===== src/hdl/cem_pkg.sv =====
// constants for the clock event monitor
package cem_pkg;
    localparam int ADDR_W = 12;
    localparam int DATA_W = 8;
    localparam logic [11:0] SUMMARY_ADDR = 12'h2C0;
    localparam logic [11:0] STATUS_ADDR = 12'h2C1;
    localparam logic [11:0] MASK_ADDR = 12'h2C2;
    localparam logic [7:0] STATUS_RESET = 8'h05;
    localparam logic [7:0] MASK_RESET = 8'h05;
    localparam int REALIGN_BIT = 2;
    localparam int DIVIDER_BIT = 0;
    localparam int SUMMARY_BIT = 0;
    localparam logic [7:0] FLAG_BITS = 8'h05;
    localparam logic [1:0] PIN_SEL_SUMMARY = 2'h1;
endpackage


===== src/hdl/cem_clock_event_monitor.sv =====
// clock event monitor: sticky flags, mask, summary, status pin
// Behaviour
// - summary high when any unmasked flag set
// - summary register read-only, bits 7-1 reserved
// - summary routed to status pin when selected
// - realign flag bit 2 set on realignment
// - divider mismatch flag bit 0 set
// - flags sticky, write one clears
// - reset sets all flags, status 0x05
// - status bits 7-3 and 1 read zero
// - mask bit 2 hides realign flag
// - mask bit 0 hides divider flag
`timescale 1ns/1ns
module cem_clock_event_monitor (
    input wire logic clk,
    input wire logic reset_n,
    input wire logic regWrite,
    input wire logic regRead,
    input wire logic [11:0] regAddr,
    input wire logic [7:0] regWdata,
    output logic [7:0] regRdata,
    input wire logic realignEvent,
    input wire logic dividerAMatch,
    input wire logic dividerBMatch,
    input wire logic [1:0] statusPinSel,
    input wire logic calDone,
    output logic calStatusPin,
    output logic summary
);
    logic [7:0] event_mask_reg;
    logic clock_realign_flag;
    logic divider_mismatch_flag;
    logic statusWrite;
    logic realignClear;
    logic dividerClear;
    logic mismatchSeen;
    logic [7:0] event_status_reg;
    logic realign_flag_mask;
    logic divider_flag_mask;
    logic maskWrite;
    logic [7:0] readValue;

    // divider agreement comes from logic on the same clock
    assign mismatchSeen = dividerAMatch != dividerBMatch;
    assign statusWrite = regWrite && regAddr == cem_pkg::STATUS_ADDR;
    assign realignClear = statusWrite && regWdata[cem_pkg::REALIGN_BIT];
    assign dividerClear = statusWrite && regWdata[cem_pkg::DIVIDER_BIT];
    assign maskWrite = regWrite && regAddr == cem_pkg::MASK_ADDR;

    cem_sticky_flag realignFlagInst (
        .clk(clk),
        .reset_n(reset_n),
        .setEvent(realignEvent),
        .clearPulse(realignClear),
        .flag(clock_realign_flag)
    );

    cem_sticky_flag dividerFlagInst (
        .clk(clk),
        .reset_n(reset_n),
        .setEvent(mismatchSeen),
        .clearPulse(dividerClear),
        .flag(divider_mismatch_flag)
    );

    always_comb begin
        event_status_reg = 8'h00;
        event_status_reg[cem_pkg::REALIGN_BIT] = clock_realign_flag;
        event_status_reg[cem_pkg::DIVIDER_BIT] = divider_mismatch_flag;
    end

    always_ff @(posedge clk) begin
        if (!reset_n) begin
            event_mask_reg <= cem_pkg::MASK_RESET;
        end else if (maskWrite) begin
            event_mask_reg <= regWdata;
        end
    end

    assign realign_flag_mask = event_mask_reg[cem_pkg::REALIGN_BIT];
    assign divider_flag_mask = event_mask_reg[cem_pkg::DIVIDER_BIT];

    // summary is combinational; the pin is registered and, when statusPinSel selects summary, follows it one clock later
    assign summary = (clock_realign_flag && !realign_flag_mask)
        || (divider_mismatch_flag && !divider_flag_mask);

    always_ff @(posedge clk) begin
        if (!reset_n) begin
            calStatusPin <= 1'b0;
        end else if (statusPinSel == cem_pkg::PIN_SEL_SUMMARY) begin
            calStatusPin <= summary;
        end else begin
            calStatusPin <= calDone;
        end
    end

    // writes to the summary address are ignored
    always_comb begin
        readValue = 8'h00;
        case (regAddr)
            cem_pkg::SUMMARY_ADDR: begin
                readValue[cem_pkg::SUMMARY_BIT] = summary;
            end
            cem_pkg::STATUS_ADDR: readValue = event_status_reg;
            cem_pkg::MASK_ADDR: readValue = event_mask_reg;
            default: readValue = 8'h00;
        endcase
    end

    // read data holds until the next read so software may poll slowly
    always_ff @(posedge clk) begin
        if (!reset_n) begin
            regRdata <= 8'h00;
        end else if (regRead) begin
            regRdata <= readValue;
        end
    end

    a_summary_tracks: assert property (
        @(posedge clk) disable iff (!reset_n)
        summary == |(event_status_reg & ~event_mask_reg & cem_pkg::FLAG_BITS)
    ) else $error("summary wrong");

    a_summary_ro: assert property (
        @(posedge clk) disable iff (!reset_n)
        regRead && regAddr == cem_pkg::SUMMARY_ADDR |=> regRdata[7:1] == 7'h00
    ) else $error("summary upper bits");

    a_pin_route: assert property (
        @(posedge clk) disable iff (!reset_n)
        statusPinSel == cem_pkg::PIN_SEL_SUMMARY |=> calStatusPin == $past(summary)
    ) else $error("pin not summary");

    a_realign_set: assert property (
        @(posedge clk) disable iff (!reset_n)
        realignEvent |=> clock_realign_flag
    ) else $error("realign flag not set");

    a_divider_set: assert property (
        @(posedge clk) disable iff (!reset_n)
        dividerAMatch != dividerBMatch |=> divider_mismatch_flag
    ) else $error("divider flag not set");

    a_flag_clear: assert property (
        @(posedge clk) disable iff (!reset_n)
        realignClear && !realignEvent |=> !clock_realign_flag
    ) else $error("realign not cleared");

    a_flag_hold: assert property (
        @(posedge clk) disable iff (!reset_n)
        clock_realign_flag && !realignClear |=> clock_realign_flag
    ) else $error("realign flag dropped");

    a_reset_value: assert property (
        @(posedge clk)
        !reset_n |=> event_status_reg == cem_pkg::STATUS_RESET &&
        event_mask_reg == cem_pkg::MASK_RESET
    ) else $error("reset values wrong");

    a_reserved_zero: assert property (
        @(posedge clk)
        (event_status_reg & ~cem_pkg::FLAG_BITS) == 8'h00
    ) else $error("reserved status bits set");

    a_mask_hides: assert property (
        @(posedge clk) disable iff (!reset_n)
        realign_flag_mask && divider_flag_mask |-> !summary
    ) else $error("masked flag leaked");

    a_set_wins: assert property (
        @(posedge clk) disable iff (!reset_n)
        dividerClear && mismatchSeen |=> divider_mismatch_flag
    ) else $error("event lost on clear");

    a_realign_wins: assert property (
        @(posedge clk) disable iff (!reset_n)
        realignClear && realignEvent |=> clock_realign_flag
    ) else $error("realign event lost on clear");

    a_divider_clear: assert property (
        @(posedge clk) disable iff (!reset_n)
        dividerClear && !mismatchSeen |=> !divider_mismatch_flag
    ) else $error("divider not cleared");

    a_divider_hold: assert property (
        @(posedge clk) disable iff (!reset_n)
        divider_mismatch_flag && !dividerClear |=> divider_mismatch_flag
    ) else $error("divider flag dropped");

    a_realign_quiet: assert property (
        @(posedge clk) disable iff (!reset_n)
        !clock_realign_flag && !realignEvent |=> !clock_realign_flag
    ) else $error("realign flag set with no event");

    a_divider_quiet: assert property (
        @(posedge clk) disable iff (!reset_n)
        !divider_mismatch_flag && !mismatchSeen |=> !divider_mismatch_flag
    ) else $error("divider flag set with no event");

    a_mask_write: assert property (
        @(posedge clk) disable iff (!reset_n)
        maskWrite |=> event_mask_reg == $past(regWdata)
    ) else $error("mask write lost");

    a_mask_stable: assert property (
        @(posedge clk) disable iff (!reset_n)
        !maskWrite |=> $stable(event_mask_reg)
    ) else $error("mask changed with no write");

    a_summary_read: assert property (
        @(posedge clk) disable iff (!reset_n)
        regRead && regAddr == cem_pkg::SUMMARY_ADDR
        |=> regRdata[cem_pkg::SUMMARY_BIT] == $past(summary)
    ) else $error("summary read wrong");

    a_status_read: assert property (
        @(posedge clk) disable iff (!reset_n)
        regRead && regAddr == cem_pkg::STATUS_ADDR
        |=> regRdata == $past(event_status_reg)
    ) else $error("status read wrong");

    a_summary_write: assert property (
        @(posedge clk) disable iff (!reset_n)
        regWrite && regAddr == cem_pkg::SUMMARY_ADDR && !realignEvent
        && !mismatchSeen |=> $stable(event_status_reg) && $stable(event_mask_reg)
    ) else $error("summary write had effect");

    a_pin_caldone: assert property (
        @(posedge clk) disable iff (!reset_n)
        statusPinSel != cem_pkg::PIN_SEL_SUMMARY |=> calStatusPin == $past(calDone)
    ) else $error("pin not calibration status");

    c_realign: cover property (@(posedge clk) realignEvent && realignClear);
    c_summary: cover property (@(posedge clk) $rose(summary));
    c_pin: cover property (@(posedge clk) $rose(calStatusPin));
    c_divider_wins: cover property (@(posedge clk) dividerClear && mismatchSeen);
    c_pin_caldone: cover property (@(posedge clk)
        calStatusPin && statusPinSel != cem_pkg::PIN_SEL_SUMMARY);
endmodule


===== src/hdl/cem_sticky_flag.sv =====
// one sticky event flag, write one to clear, set wins
`timescale 1ns/1ns
module cem_sticky_flag (
    input wire logic clk,
    input wire logic reset_n,
    input wire logic setEvent,
    input wire logic clearPulse,
    output logic flag
);
    always_ff @(posedge clk) begin
        if (!reset_n) begin
            flag <= 1'b1;
        end else if (setEvent) begin
            flag <= 1'b1;
        end else if (clearPulse) begin
            flag <= 1'b0;
        end
    end
endmodule


===== config.mk =====
export PLATFORM = sky130hd
export DESIGN_NAME = cem_clock_event_monitor
export DESIGN_NICKNAME = d
export VERILOG_FILES = /design/src/hdl/cem_pkg.sv /design/src/hdl/cem_clock_event_monitor.sv /design/src/hdl/cem_sticky_flag.sv
export SDC_FILE = /design/constraint.sdc
export NUM_CORES = 1
export LEC_CHECK = 0
export BUFFER_PORTS_ARGS = -buffer_cell sky130_fd_sc_hd__buf_4
export CORE_ASPECT_RATIO = 1.4
export CORE_MARGIN = 2
export CORE_UTILIZATION = 42
export CTS_BUF_LIST = sky130_fd_sc_hd__clkbuf_2
export CTS_CLUSTER_SIZE = 40
export DETAILED_ROUTE_END_ITERATION = 16
export PLACE_DENSITY_LB_ADDON = 0.3
export SLEW_MARGIN = 20
export SYNTH_ARGS = -nofsm -noshare
export SYNTH_HDL_FRONTEND = slang
export SYNTH_SLANG_ARGS = --single-unit

===== constraint.sdc =====
create_clock -name clk -period 1.35 [get_ports clk]
set_input_delay 0 -clock clk [delete_from_list [all_inputs] [get_ports clk]]
set_output_delay 0 -clock clk [all_outputs]
set_load 0.02 [all_outputs]

==> results by group <==
Outcome
  – Outcome: finished, final reports clean

Route
  – DR vias: 882
  – Wire length per cell: 13.2 microns
  – DR pass1 iterations: 4
  – Detailed Route WL: 2210 microns
  – Iteration-0 DRC Markers: 10
  – Drt drc: 0
  – Final ANT Viol Nets: 0
  – Vias per cell: 5.28

Timing
  – RSZ-0062 raised after global routing: no
  – Max Transition Viols Final: 0
  – Max Clock Skew: 0.00487 ns
  – Worst-margin pin slew: 0.441 ns
  – Relative slew margins: 70.5%
  – Fin crit share: 97.5%
  – Min Tclk post-route: 1.32 ns
  – F_max: 759 MHz
  – Hold Violations, Final: 0
  – PnR worst setup slack: 0.0331 ns
  – Final Setup Violations: 0

Pwr
  – Clock power frac: 24.0%
  – Sw Share: 23.5%
  – Sequential share of power: 58.7%
  – Internal cell power: 0.735 mW
  – Cell area power density: 707 mW/mm^2
  – Final Power: 0.960 mW
  – VDD IR max: 0.745 mV
  – Switching power: 0.226 mW
  – Leakage: 0.600 nW
  – Gate power share: 17.3%

Synth
  – Mux cell area share after synthesis: 9.34%
  – Top_reg_cell synth: dfxtp_1
  – Syn_area_per_cell: 9.74 sq um
  – Xor-xnor portion of the synthesized cell area: 1.02%
  – Syn_nets: 118
  – Flops & latches, synth: 19
  – Post-synthesis instance total: 88
  – YS warnings: 0
  – Synth Area in Adders: 0%
  – Asr flop ratio synth: 0%
  – Cell variety after synth: 27
  – Post-synthesis simple-gate area fraction: 26.9%
  – EDFF count, synth: 0
  – Largest family of logic cells by synthesized area: simple AND/OR/NAND/NOR gates
  – Compound-gate portion of the synthesized area: 14.7%
  – Mapped Area: 857 sq um
  – Sequential area share after synthesis: 44.4%

Critical path
  – Peak fanout along the critical path: 2
  – CP Capture Type: flip-flop
  – Worst path required time: 1.61 ns
  – Startpoint Class: flip-flop
  – Setup CP Type: flip-flop to flip-flop
  – Crit path DAT: 1.57 ns

Run
  – Max cap viols: 0

CTS
  – Post-cts repair resize count: 0
  – Bufs on Longest Clock Path: 2
  – Num CTS Buffers: 3
  – CTS tree: yes
  – H-tree levels: 1
  – CTS sink cnt: 19
  – Post-CTS Setup Inserts: 0
  – Worst-path clk slew: 0.17 ns
  – Clock Latency Late Sink: 0.30 ns
  – CTS Hold Bufs: 13
  – Clock Tree Root: clkbuf_2

Layout
  – Nets: 177
  – Layout area overhead: 58.5%
  – Layout cells sized above 1: 36.3%
  – Antenna cells: 0

Placed design
  – DP HPWL: 1670 microns
  – Dpl ws: -0.000631 ns
  – IO buf count: 39
  – Placer Congestion: 0.709

Global routing
  – Initial antenna violation count: 0
  – Tot GR Track Use: 20.5%
  – Number of global-route vias before repair: 963
  – Gr ovfl total: 0
  – Largest net degree at the start of global routing: 20
  – First-pass GRT wire length: 3850 microns

Die
  – Number of placement rows: 19
  – Initial Utilization: 44.0%
  – Core Area: 0.00195 sq mm
  – Chip height: 57.5 microns
  – DIE AREA: 0.00242 sq mm
  – I/O pin cnt: 40
  – Die W: 42.2 microns

Worst hold path
  – Worst min path class: input port to flip-flop
-- area by class of cell --
type                    count  area (sq um)
clock buffers               3          15.0
multi-input cells          61           449
clock inverters             1          5.00
inverters                   4          15.0
well taps                  21          26.3
repair buffers             58           468
fillers                   159           591
flip-flops and latches     19           380
-- Yosys cell counts, types with 2 or more instances --
master	count	share of area [%]
dfxtp_1	19	44
mux2i_1	8	9.3
clkbuf_1	3	1.3
nand2_1	13	5.7
nor2_1	5	2.2
nand3b_1	5	4.4
a32o_1	8	9.3
o41ai_1	2	2.0
nand4b_1	2	2.0
nand2b_1	3	2.2
inv_1	4	1.8
-- metrics by stage --
stage / util, % / TNS (ns) / area, sq um / cells / hold WS, ns
after CTS: 69.7 / 0 / 1360 / 167 / 0.0211
final: 69.7 / 0 / 1360 / 167 / 0.0435
after detailed placement: 62.0 / -0.000631 / 1210 / 150 / 0.200
after floorplan: - / -0.337 / 867 / 88 / 0.106
after global routing: 69.7 / 0 / 1360 / 167 / 0.00268
after global placement: 62.0 / 0 / 1210 / 150 / 0.191
-- kinds of logic after synthesis --
group,Yosys count
buffers and inverters,8
DFF,19
and+or+nand+nor,38
xor gates and xnor gates,1
AOI/OAI and AO/OA,14
muxes,8
-- critical path: stages, from the launching register on --
cell,delay (ns)
dfxtp_1,0.34
or4b_2,0.67
o211ai_1,0.13
a32o_1,0.14
-- worst paths after layout --
check | from | end | slack [ns] | depth (start not counted)
max reg2reg | event_mask_reg[2]$_SDFFE_PN1P_ | regRdata[0]$_SDFFE_PN0P_ | 0.03 | 3
min reg2reg | event_mask_reg[1]$_SDFFE_PN0P_ | event_mask_reg[1]$_SDFFE_PN0P_ | 0.48 | 2
min | statusPinSel[1] | calStatusPin$_SDFF_PN0_ | 0.04 | 3
max | event_mask_reg[2]$_SDFFE_PN1P_ | regRdata[0]$_SDFFE_PN0P_ | 0.03 | 3
-- routing by layer --
metal	part of all wire [%]	GRT usage, %	vias to the layer above
met5	0	0	-
met3	6.5	3.16	2
met2	52	36.5	29
met1	41	23.0	411
met4	1.0	11.2	0
li1	-	-	440
-- power groups by stage --
stage / logic, mW / clock network, mW / registers, mW
2_1_floorplan: 0.0496 / 0 / 0.578
3_3_place_gp: 0.130 / 0 / 0.576
3_5_place_dp: 0.134 / 0 / 0.576
4_1_cts: 0.166 / 0.248 / 0.564
5_1_grt: 0.181 / 0.279 / 0.565
6_report: 0.166 / 0.231 / 0.564
-- layout by cell type (no fill, tap or decap), drive strengths merged, types with 2 or more instances in the layout --
master | synthesis | final
buf | 1 | 45
o41ai | 2 | 2
nand3b | 5 | 5
mux2i | 8 | 8
inv | 4 | 4
nor4 | 2 | 2
a32o | 8 | 8
nor2 | 5 | 5
nand4b | 2 | 2
dfxtp | 19 | 19
dlygate4sd3 | 0 | 13
nand2 | 13 | 13
clkbuf | 3 | 3
or4b | 2 | 2
nand2b | 3 | 3
Power figures use the tool's default switching activity.
